## config.mk

```make
export PLATFORM = sky130hd
export DESIGN_NAME = mmc_meter_mute_ctrl
export DESIGN_NICKNAME = d
export VERILOG_FILES = /design/src/design/mmc_pkg.sv /design/src/design/mmc_meter_mute_ctrl.sv
export SDC_FILE = /design/constraint.sdc
export NUM_CORES = 1
export LEC_CHECK = 0
export BUFFER_PORTS_ARGS = -buffer_cell sky130_fd_sc_hd__buf_4
export CELL_PAD_IN_SITES_DETAIL_PLACEMENT = 1
export CELL_PAD_IN_SITES_GLOBAL_PLACEMENT = 1
export CORE_MARGIN = 3
export CORE_UTILIZATION = 36
export DETAILED_ROUTE_END_ITERATION = 10
export PLACE_DENSITY_LB_ADDON = 0.1
export RECOVER_POWER = 50
export SLEW_MARGIN = 20
export SYNTH_ARGS = -nofsm -noshare
export SYNTH_HDL_FRONTEND = slang
export SYNTH_SLANG_ARGS = --single-unit
```

## constraint.sdc

```tcl
create_clock -name mclk -period 2 [get_ports mclk]
set_input_delay 0.1 -clock mclk [delete_from_list [all_inputs] [get_ports mclk]]
set_output_delay 0.1 -clock mclk [all_outputs]
set_load 0.01 [all_outputs]
```

## src/design/mmc_pkg.sv

```systemverilog
// Shared constants, types and register map of the meter mode and mute controller
package mmc_pkg;

   // Clock rate and the 1 ms enable divider
   localparam int CLK_HZ = 125_000_000;
   localparam int TICK_TIME_US = 1000;
   localparam int TICK_CYCLES = CLK_HZ / 1_000_000 * TICK_TIME_US;

   // Times in milliseconds, counted in 1 ms ticks
   localparam int DEBOUNCE_MS = 10;
   localparam int LAMP_TIMEOUT_MS = 3000;
   localparam int BLINK_PERIOD_MS = 1000;
   localparam int BLINK_HALF_MS = BLINK_PERIOD_MS / 2;
   localparam int MS_CNT_W = 12;

   // Register byte offsets
   localparam logic [7:0] REG_CTRL = 8'h00;
   localparam logic [7:0] REG_STATUS = 8'h04;
   localparam logic [7:0] REG_IRQ_STAT = 8'h08;
   localparam logic [7:0] REG_IRQ_MASK = 8'h0c;

   // Control register fields
   localparam int CTRL_INVERT_BIT = 0;
   localparam int CTRL_ENABLE_BIT = 1;
   localparam logic [1:0] CTRL_RESET = 2'h0;

   // Status register fields
   localparam int ST_MODE_LSB = 0;
   localparam int ST_LAMP_BIT = 2;
   localparam int ST_TALLY_BIT = 3;
   localparam int ST_MUTE_BIT = 4;

   // Interrupt event bits
   localparam int IRQ_W = 3;
   localparam int EV_MODE_BIT = 0;
   localparam int EV_MUTE_ON_BIT = 1;
   localparam int EV_MUTE_OFF_BIT = 2;

   // AXI responses
   localparam logic [1:0] RESP_OKAY = 2'h0;
   localparam logic [1:0] RESP_SLVERR = 2'h2;

   // Number of muted balanced outputs
   localparam int NUM_OUTPUTS = 18;

   // Ballistic display modes, in stepping order
   typedef enum logic [1:0] {
      MODE_AVERAGING,
      MODE_PEAK,
      MODE_COMBINED
   } mmc_mode_t;

   // Meter array control bundle
   typedef struct packed {
      logic [1:0] mode;
      logic averaging_ballistic;
      logic peak_ballistic;
      logic peak_dot;
      logic common_decay;
      logic clip_warn;
      logic blank;
   } mmc_meter_t;

   // Tri-colour lamp drive; amber is both on
   typedef struct packed {
      logic red;
      logic green;
   } mmc_lamp_t;

endpackage

```

## src/design/mmc_meter_mute_ctrl.sv

```systemverilog
// Meter mode selector, status lamp, external mute handling and AXI4-Lite registers
//
// Decided for this implementation: the register addresses and the AXI4-Lite slave port.

module mmc_meter_mute_ctrl
   import mmc_pkg::*;
#(
   parameter int TICK_DIV = TICK_CYCLES
) (
   input wire logic mclk,
   input wire logic rst_n,
   // Recessed mode push button, high while pressed
   input wire logic mode_button,
   // External mute sense, high when contact closed or voltage present
   input wire logic mute_sense,
   // AXI4-Lite slave
   input wire logic [7:0] s_axi_awaddr,
   input wire logic s_axi_awvalid,
   output logic s_axi_awready,
   input wire logic [31:0] s_axi_wdata,
   input wire logic [3:0] s_axi_wstrb,
   input wire logic s_axi_wvalid,
   output logic s_axi_wready,
   output logic [1:0] s_axi_bresp,
   output logic s_axi_bvalid,
   input wire logic s_axi_bready,
   input wire logic [7:0] s_axi_araddr,
   input wire logic s_axi_arvalid,
   output logic s_axi_arready,
   output logic [31:0] s_axi_rdata,
   output logic [1:0] s_axi_rresp,
   output logic s_axi_rvalid,
   input wire logic s_axi_rready,
   // Meter arrays, status lamp, outputs
   output mmc_meter_t meter_ctrl,
   output mmc_lamp_t status_lamp,
   output logic silence_pending_lamp,
   output logic [NUM_OUTPUTS-1:0] out_mute,
   output logic irq
);

   // Next mode in stepping order, wrapping
   function automatic mmc_mode_t step_mode(input mmc_mode_t m);
      case (m)
         MODE_AVERAGING: step_mode = MODE_PEAK;
         MODE_PEAK: step_mode = MODE_COMBINED;
         default: step_mode = MODE_AVERAGING;
      endcase
   endfunction

   // Byte lane merge for software writes
   function automatic logic [31:0] lane_merge(input logic [31:0] old,
                                              input logic [31:0] data,
                                              input logic [3:0] strb);
      lane_merge = old;
      for (int i = 0; i < 4; i++) begin
         if (strb[i]) begin
            lane_merge[i*8 +: 8] = data[i*8 +: 8];
         end
      end
   endfunction

   // Millisecond divider
   logic [31:0] div_cnt; // Cycle count within one ms
   logic tick_ms; // One-cycle pulse each ms

   // Button debounce and edge
   logic btn_stable; // Debounced level
   logic [MS_CNT_W-1:0] btn_cnt; // Ms the raw level differed
   logic btn_release; // Debounced release pulse

   // Mode and lamp timer
   mmc_mode_t mode; // Selected ballistic mode
   logic lamp_on; // Mode display showing
   logic [MS_CNT_W-1:0] lamp_cnt; // Ms since last press
   logic mode_stepped; // Pulse on mode change

   // Mute path
   logic sense_meta; // First synchroniser stage
   logic sense_sync; // Second synchroniser stage
   logic mute_cmd; // Polarity-corrected command
   logic mute_act; // Command gated by enable
   logic mute_act_d; // Previous mute_act for events
   logic [MS_CNT_W-1:0] blink_cnt; // Ms within blink period

   // Registers
   logic [1:0] ctrl; // Invert and enable bits
   logic [IRQ_W-1:0] irq_stat; // Sticky events
   logic [IRQ_W-1:0] irq_mask; // Interrupt enables
   logic [IRQ_W-1:0] ev; // Events this cycle

   // Bus bookkeeping
   logic aw_got; // Write address held
   logic w_got; // Write data held
   logic [7:0] aw_addr; // Held write address
   logic [31:0] w_data; // Held write data
   logic [3:0] w_strb; // Held byte enables
   logic wr_fire; // Write performed this cycle
   logic [IRQ_W-1:0] w1c; // Bits cleared by write

   // Divider for the 1 ms enable pulse
   always_ff @(posedge mclk) begin
      if (!rst_n) begin
         div_cnt <= '0;
         tick_ms <= 1'b0;
      end else if (div_cnt == 32'(TICK_DIV - 1)) begin
         div_cnt <= '0;
         tick_ms <= 1'b1;
      end else begin
         div_cnt <= div_cnt + 32'h1;
         tick_ms <= 1'b0;
      end
   end

   // Debounce: level must hold for the full window
   always_ff @(posedge mclk) begin
      if (!rst_n) begin
         btn_stable <= 1'b0;
         btn_cnt <= '0;
         btn_release <= 1'b0;
      end else begin
         btn_release <= 1'b0;
         if (mode_button == btn_stable) begin
            // Level agrees, restart window
            btn_cnt <= '0;
         end else if (tick_ms) begin
            if (btn_cnt == MS_CNT_W'(DEBOUNCE_MS - 1)) begin
               btn_cnt <= '0;
               btn_stable <= mode_button;
               // Act on release of a clean press
               btn_release <= btn_stable;
            end else begin
               btn_cnt <= btn_cnt + MS_CNT_W'(1);
            end
         end
      end
   end

   // Mode selection and lamp timeout
   always_ff @(posedge mclk) begin
      if (!rst_n) begin
         mode <= MODE_AVERAGING;
         lamp_on <= 1'b0;
         lamp_cnt <= '0;
         mode_stepped <= 1'b0;
      end else begin
         mode_stepped <= 1'b0;
         if (btn_release) begin
            lamp_cnt <= '0;
            lamp_on <= 1'b1;
            if (lamp_on) begin
               // Lamp lit: step, colour follows at once
               mode <= step_mode(mode);
               mode_stepped <= 1'b1;
            end
         end else if (lamp_on && tick_ms) begin
            if (lamp_cnt == MS_CNT_W'(LAMP_TIMEOUT_MS - 1)) begin
               // Timeout: lamp off, mode untouched
               lamp_on <= 1'b0;
               lamp_cnt <= '0;
            end else begin
               lamp_cnt <= lamp_cnt + MS_CNT_W'(1);
            end
         end
      end
   end

   // Two-stage synchroniser on the sense input
   always_ff @(posedge mclk) begin
      if (!rst_n) begin
         sense_meta <= 1'b0;
         sense_sync <= 1'b0;
      end else begin
         sense_meta <= mute_sense;
         sense_sync <= sense_meta;
      end
   end

   // Corrected command and its gated action
   always_ff @(posedge mclk) begin
      if (!rst_n) begin
         mute_cmd <= 1'b0;
         mute_act <= 1'b0;
         mute_act_d <= 1'b0;
      end else begin
         // Invert bit selects absence as active
         mute_cmd <= sense_sync ^ ctrl[CTRL_INVERT_BIT];
         // Disabled: action forced off
         mute_act <= mute_cmd & ctrl[CTRL_ENABLE_BIT];
         mute_act_d <= mute_act;
      end
   end

   // Blink phase counter, restarts at each mute start
   always_ff @(posedge mclk) begin
      if (!rst_n) begin
         blink_cnt <= '0;
      end else if (!mute_act) begin
         blink_cnt <= '0;
      end else if (tick_ms) begin
         if (blink_cnt == MS_CNT_W'(BLINK_PERIOD_MS - 1)) begin
            blink_cnt <= '0;
         end else begin
            blink_cnt <= blink_cnt + MS_CNT_W'(1);
         end
      end
   end

   // Status lamp colour
   always_ff @(posedge mclk) begin
      if (!rst_n) begin
         status_lamp <= '0;
      end else if (mute_act) begin
         // Red half on, half off, overrides mode display
         status_lamp.red <= (blink_cnt < MS_CNT_W'(BLINK_HALF_MS));
         status_lamp.green <= 1'b0;
      end else if (lamp_on) begin
         // Mode colour; normal once mute lifts
         case (mode)
            MODE_AVERAGING: status_lamp <= '{red: 1'b0, green: 1'b1};
            MODE_PEAK: status_lamp <= '{red: 1'b1, green: 1'b0};
            default: status_lamp <= '{red: 1'b1, green: 1'b1};
         endcase
      end else begin
         status_lamp <= '0;
      end
   end

   // Meter array control
   always_ff @(posedge mclk) begin
      if (!rst_n) begin
         meter_ctrl <= '0;
      end else begin
         meter_ctrl.mode <= mode;
         meter_ctrl.averaging_ballistic <= (mode != MODE_PEAK);
         meter_ctrl.peak_ballistic <= (mode != MODE_AVERAGING);
         // Peak as single dot above bar
         meter_ctrl.peak_dot <= (mode == MODE_COMBINED);
         // Dot and bar share decay so dot stays above
         meter_ctrl.common_decay <= (mode == MODE_COMBINED);
         // Top red segment used as clip warning
         meter_ctrl.clip_warn <= (mode == MODE_AVERAGING);
         // All four arrays dark while muted
         meter_ctrl.blank <= mute_act;
      end
   end

   // Output mutes and pending lamp
   always_ff @(posedge mclk) begin
      if (!rst_n) begin
         out_mute <= '0;
         silence_pending_lamp <= 1'b0;
      end else begin
         // Every output together
         out_mute <= {NUM_OUTPUTS{mute_act}};
         // Shows command regardless of enable
         silence_pending_lamp <= mute_cmd;
      end
   end

   // Events feeding the sticky status
   assign ev[EV_MODE_BIT] = mode_stepped;
   assign ev[EV_MUTE_ON_BIT] = mute_act & ~mute_act_d;
   assign ev[EV_MUTE_OFF_BIT] = ~mute_act & mute_act_d;

   // Write takes effect once address and data are both held
   assign wr_fire = aw_got && w_got && !s_axi_bvalid;
   assign w1c = (wr_fire && aw_addr == REG_IRQ_STAT && w_strb[0]) ?
                w_data[IRQ_W-1:0] : '0;

   // Write address channel
   always_ff @(posedge mclk) begin
      if (!rst_n) begin
         aw_got <= 1'b0;
         aw_addr <= '0;
         s_axi_awready <= 1'b1;
      end else if (s_axi_awvalid && s_axi_awready) begin
         aw_got <= 1'b1;
         aw_addr <= s_axi_awaddr;
         s_axi_awready <= 1'b0;
      end else if (s_axi_bvalid && s_axi_bready) begin
         aw_got <= 1'b0;
         s_axi_awready <= 1'b1;
      end
   end

   // Write data channel
   always_ff @(posedge mclk) begin
      if (!rst_n) begin
         w_got <= 1'b0;
         w_data <= '0;
         w_strb <= '0;
         s_axi_wready <= 1'b1;
      end else if (s_axi_wvalid && s_axi_wready) begin
         w_got <= 1'b1;
         w_data <= s_axi_wdata;
         w_strb <= s_axi_wstrb;
         s_axi_wready <= 1'b0;
      end else if (s_axi_bvalid && s_axi_bready) begin
         w_got <= 1'b0;
         s_axi_wready <= 1'b1;
      end
   end

   // Write response; unmapped addresses get an error
   always_ff @(posedge mclk) begin
      if (!rst_n) begin
         s_axi_bvalid <= 1'b0;
         s_axi_bresp <= RESP_OKAY;
      end else if (wr_fire) begin
         s_axi_bvalid <= 1'b1;
         case (aw_addr)
            REG_CTRL, REG_STATUS, REG_IRQ_STAT, REG_IRQ_MASK: s_axi_bresp <= RESP_OKAY;
            default: s_axi_bresp <= RESP_SLVERR;
         endcase
      end else if (s_axi_bready) begin
         s_axi_bvalid <= 1'b0;
      end
   end

   // Control and mask registers
   always_ff @(posedge mclk) begin
      if (!rst_n) begin
         ctrl <= CTRL_RESET;
         irq_mask <= '0;
      end else if (wr_fire) begin
         if (aw_addr == REG_CTRL) begin
            ctrl <= 2'(lane_merge(32'(ctrl), w_data, w_strb));
         end
         if (aw_addr == REG_IRQ_MASK) begin
            irq_mask <= IRQ_W'(lane_merge(32'(irq_mask), w_data, w_strb));
         end
      end
   end

   // Sticky events, write one to clear; a new event wins
   always_ff @(posedge mclk) begin
      if (!rst_n) begin
         irq_stat <= '0;
      end else begin
         irq_stat <= (irq_stat & ~w1c) | ev;
      end
   end

   // Level interrupt from unmasked status
   always_ff @(posedge mclk) begin
      if (!rst_n) begin
         irq <= 1'b0;
      end else begin
         irq <= |(irq_stat & irq_mask);
      end
   end

   // Read channel, one read at a time
   always_ff @(posedge mclk) begin
      if (!rst_n) begin
         s_axi_arready <= 1'b1;
         s_axi_rvalid <= 1'b0;
         s_axi_rdata <= '0;
         s_axi_rresp <= RESP_OKAY;
      end else if (s_axi_arvalid && s_axi_arready) begin
         s_axi_arready <= 1'b0;
         s_axi_rvalid <= 1'b1;
         s_axi_rresp <= RESP_OKAY;
         s_axi_rdata <= '0;
         case (s_axi_araddr)
            REG_CTRL: s_axi_rdata[1:0] <= ctrl;
            REG_STATUS: begin
               s_axi_rdata[ST_MODE_LSB +: 2] <= mode;
               s_axi_rdata[ST_LAMP_BIT] <= lamp_on;
               s_axi_rdata[ST_TALLY_BIT] <= mute_cmd;
               s_axi_rdata[ST_MUTE_BIT] <= mute_act;
            end
            REG_IRQ_STAT: s_axi_rdata[IRQ_W-1:0] <= irq_stat;
            REG_IRQ_MASK: s_axi_rdata[IRQ_W-1:0] <= irq_mask;
            default: s_axi_rresp <= RESP_SLVERR;
         endcase
      end else if (s_axi_rvalid && s_axi_rready) begin
         s_axi_rvalid <= 1'b0;
         s_axi_arready <= 1'b1;
      end
   end

endmodule

```

# Yosys cells after proc, flatten, opt, wreduce, memory -nomap -nowiden
# Index checks and enable logic that the tools add are counted.
classes:
  add_sub_neg: 4
  order_cmp: 1
  eq_ne: 14
  muxes: 30
  bitwise: 15
  reduce_logical: 36
op_table:
  columns: ["op", "count"]
  rows:
  - ["$add 12x1->12 const B", 3]
  - ["$mux 12", 3]
  - ["$add 32x1->32 const B", 1]
  - ["$eq 32x17->1 const B", 1]
  - ["$eq 8x4->1 const B", 4]
  - ["$mux 1", 17]
  - ["$eq 8x3->1 const B", 2]
  - ["$logic_not 8->1", 2]
  - ["$reduce_bool 2->1", 7]
  - ["$eq 12x10->1 const B", 1]
  - ["$eq 12x12->1 const B", 1]
  - ["$eq 12x4->1 const B", 1]
  - ["$lt 12x9->1 const B", 1]
  - ["$reduce_or 4->1", 3]
  - ["$logic_and 1x1->1", 10]
  - ["$mux 2", 5]
  - ["$reduce_and 3->1", 3]
  - ["$pmux 2 s2", 2]
  - ["$pmux 2 s4", 1]
  - ["$reduce_and 2->1", 4]
  - ["$not 1->1", 7]
  - ["$and 3x3->3", 2]
  - ["$reduce_or 2->1", 3]
  - ["$reduce_or 3->1", 2]
  - ["12 further kinds", 14]
word_totals:
  reg_bits: 127
  in_bits: 61
  output_inout_bits: 71
  elab_cells: 141

# Logic depth before layout (Yosys ltp)
logic_depth:
  word_depth: 8
  ltp_mapped: 7
  depth_no_buf: 6

# Worst setup path after synthesis
# OpenSTA, ideal clock, no wires.
synth_path:
  path_type: "register to register"
  startpoint: "register div_cnt[9]"
  endpoint: "register div_cnt[30]"
  t_arrival_ps: 1802
  required_time_ps: 1930
  path_slack_ps: 127
  path_stages_with_launch: 6
  path_buffers: 1
  path_cell_list: "dfxtp_1 -> nand4_2 -> or4_1 -> buf_2 -> or4_1 -> a21oi_1"
synth_via:
  elab_chain_cells: 2
  elab_cells_between_ends: 3
  cone_classes: "add/sub: 1; eq/ne: 1; reduce/logical: 1"
synth_rtl:
  columns: ["item", "line_no", "source"]
  rows:
  - ["from (decl)", "mmc_meter_mute_ctrl.sv:64", "logic [31:0] div_cnt;"]
  - ["from (signal assigned)", "mmc_meter_mute_ctrl.sv:110", "div_cnt <= div_cnt + 32'h1;"]
  - ["parallel branches: the longest is 2 deep, another holds $add 32x1->32", null, null]
# Parallel ways; which one is timed is not known.
# A chain may end at the register's enable or synchronous reset.

# Worst setup path in the final report
layout_path:
  startpoint: "register div_cnt[10]"
  endpoint: "register div_cnt[30]"
# Same word-level chain as after synthesis.

==> flow_summary.json <==
{
  "fin_tns_setup_ns": 0,
  "worst-setup-path-type": "flop to flop",
  "drive_gt1_share_pct": 12.84,
  "cts_root_buf": "clkbuf_16",
  "slew_headroom_pct": 60.89,
  "cts_buffers": 17,
  "clk_pin_slew_worst_paths_ns": 0.05,
  "place_ws_ns": 0.05594,
  "cp.arrival_ns": 2.20,
  "fin_worst_skew_ns": 0.008672,
  "yosysWarnings": 0,
  "worst_pin_slew_ns": 0.5866,
  "switching_share_pct": 21.69,
  "ys_top_cells_by_count": "124 x dfxtp_1, 76 x nor2_1, 60 x nand2_1, 49 x buf_4, 43 x a21oi_1",
  "grt_max_degree": 26,
  "n_antenna_cell": 0,
  "cp_cell_sequence": "nand4_2 > or4_4 > or4_1 > a21oi_1",
  "synth_area_per_cell_um2": 8.637,
  "syn-instance-count": 641,
  "wl_um": 13220,
  "synth_top_cell_area_share_pct": 44.84,
  "combPwrFrac_pct": 4.4,
  "synthArstFlopShare_pct": 0,
  "clock_path_buffers": 2,
  "core_mm2": 0.01481,
  "synth_area_mm2": 0.005537,
  "place_hpwl_um": 9420,
  "crit_path_max_incr_delay_ns": 0.60,
  "worstPathMaxFanout": 8,
  "num_io_pins": 132,
  "die_h_um": 130.0,
  "cts.htree.levels": 4,
  "placed_cells": 877,
  "cts.sinks": 124,
  "ys_seq_elements": 124,
  "gr-total-overflow": 0,
  "start_util_pct": 37.39,
  "dieArea_mm2": 0.01690,
  "multi_input_area_mm2": 0.002671,
  "yosys.cell_types.count": 46,
  "whs_ns": 0.04944,
  "yosys-top-cells-area": "dfxtp_1 45%, buf_4 6.6%, nor2_1 5.2%",
  "wl_per_cell_um": 14.30,
  "clkPwrFrac_pct": 50.4,
  "hold_path_class": "input port to flop",
  "cellPowerDensity_mw_per_mm2": 836.7,
  "die_x_um": 130.0,
  "post-synth-top-area-cell": "dfxtp_1",
  "synthToLayoutAreaGrowth_pct": 21.18,
  "drv_slew": 0,
  "cp.required_ns": 2.34,
  "setup-violations-final": 0,
  "antenna_found_initial": 0,
  "critPathSlowestCell": "or4_4",
  "drt_iter0_drc": 168,
  "hold_viol_final": 0,
  "cts_tree": "done",
  "seq_area_mm2": 0.002482,
  "grt_pass1_vias": 4672,
  "grt_usage_pct": 16.36,
  "power_leakage_uw": 0.002462,
  "vias": 4674,
  "final.setup.worst_slack_ns": 0.1450,
  "synth_ff_type": "dfxtp_1",
  "maxCapViolCount": 0,
  "rsz0062_at_grt": "no",
  "yosysSeqAreaShare_pct": 44.84,
  "finalNonFillerCells": 924,
  "grt_pass1_wl_um": 22070,
  "port_buffers": 70,
  "power_switching_uw": 1218,
  "cp-start-kind": "flop",
  "vdd_drop_max_uv": 632.8,
  "end_kind": "flop",
  "p_int_uw": 4396,
  "insertion_delay_ns": 0.42,
  "synth_most_common_cell": "dfxtp_1",
  "synth_edf_count": 0,
  "drc_errors": 0,
  "p_seq_share_pct": 45.2,
  "rows": 44,
  "fin_nets": 794,
  "drtAntennaViolNets": 0,
  "fin_crit_sh_pct": 92.75,
  "timing.final.crit_period_ns": 1.855,
  "drtPass1Iterations": 4,
  "max_freq_mhz": 539.1,
  "fillers": 1749,
  "status": "finished, final reports clean",
  "via_per_inst": 5.058,
  "post_cts.repair.setup_buffers": 0,
  "gp_congestion": 0.7776
}
cell type report:
| class | count | area share (%) |
|---|---|---|
| sequential | 124 | 37.00 |
| multi-input combinational | 458 | 39.82 |
| clock inverter | 8 | 1.007 |
| timing repair buffer | 112 | 10.78 |
| inverter | 15 | 0.8392 |
| tap | 184 | 3.432 |
| clock buffer | 23 | 7.124 |
through the flow:
stage                     util, %  instance area [um^2]  total power [uW]
final                       45.30                  6709              5614
after global routing        45.30                  6709              5850
after CTS                   46.21                  6843              5712
after detailed placement    41.44                  6137              2821
after global placement      41.44                  6137              2814
after floorplan                 -                  5642              2752
final timing paths:
| path | from | to | slack (ns) | depth (start not counted) |
|---|---|---|---|---|
| hold reg to reg | sense_meta | sense_sync | 0.44 | 1 |
| hold / removal | rst_n | s_axi_wready | 0.05 | 2 |
| setup / recovery | div_cnt[10] | div_cnt[30] | 0.15 | 4 |
| setup reg to reg | div_cnt[10] | div_cnt[30] | 0.15 | 4 |
cell usage in the layout, fill, tap and decap left out, types with 2 or more instances in the layout:
cell	netlist	final
a22oi_1	3	3
dfxtp_1	124	124
xor2_1	26	26
nand2_1	60	60
ha_1	5	5
and3_1	8	8
o21ai_0	19	18
clkinv_2	0	6
and2_1	12	7
nand4_1	20	20
mux4_2	2	2
nor2b_1	7	7
or4_4	0	2
nor2_1	76	76
clkbuf_8	0	3
inv_1	14	14
mux2i_1	8	8
a32oi_1	2	2
conb_1	1	29
clkbuf_16	0	17
clkbuf_1	22	45
nor3b_1	2	2
xnor2_1	20	20
or3_1	9	8
dlygate4sd3_1	0	16
or4_1	17	15
buf_4	49	53
a21oi_1	43	43
o31ai_1	10	10
nor4_1	15	14
and4_1	8	8
and4b_1	2	2
nor4b_1	2	2
nand3_1	25	24
and2_0	0	5
nor3_1	12	12
nand2b_1	3	3
state kept, by name (all words and copies together), names as in the netlist, 5 cells and up:
register / count
div_cnt: 32
btn_cnt: 12
s_axi_rdata: 5
meter_ctrl: 6
aw_addr: 8
blink_cnt: 12
lamp_cnt: 12
power by group through the flow:
stage	Clock (uW)	Sequential (uW)	Combinational, uW
2_1_floorplan	0	2590	162
3_3_place_gp	0	2590	226
3_5_place_dp	0	2590	231
4_1_cts	2920	2540	258
5_1_grt	3030	2540	278
6_report	2830	2540	245
what timing repair did:
| item | in CTS | in global routing |
|---|---|---|
| resized for setup | 0 | 5 |
| hold buffers | 16 | 0 |
| hold endpoints to repair | 20 | 0 |
| setup endpoints to repair | 0 | 9 |
worst max-delay path: cells and delay by family (launching register included):
kind,cells,cell delay [ns]
AND/OR/NAND/NOR,3,1.29
flip-flops,1,0.34
AO/OA/AOI/OAI,1,0.15
kinds of logic (layout without fill, tap and decap cells):
family,Yosys count,count (layout),synth area share [%]
AO/OA/AOI/OAI,84,84,8.723
XOR/XNOR,46,46,7.277
adder cells (fa/ha/maj),5,5,1.130
buffers and inverters,87,158,9.243
flip-flops,124,124,44.84
multiplexers,11,11,2.463
other,1,29,0.06773
AND/OR/NAND/NOR,283,283,26.26
per-layer routing:
metal	up-vias	global-route usage [%]	wire length (um)
met5	-	0	0
met4	0	5.257	148
met3	14	4.830	564
met2	84	27.78	6392
met1	2246	19.96	6112
li1	2330	-	-
Power figures use the tool's default switching activity.
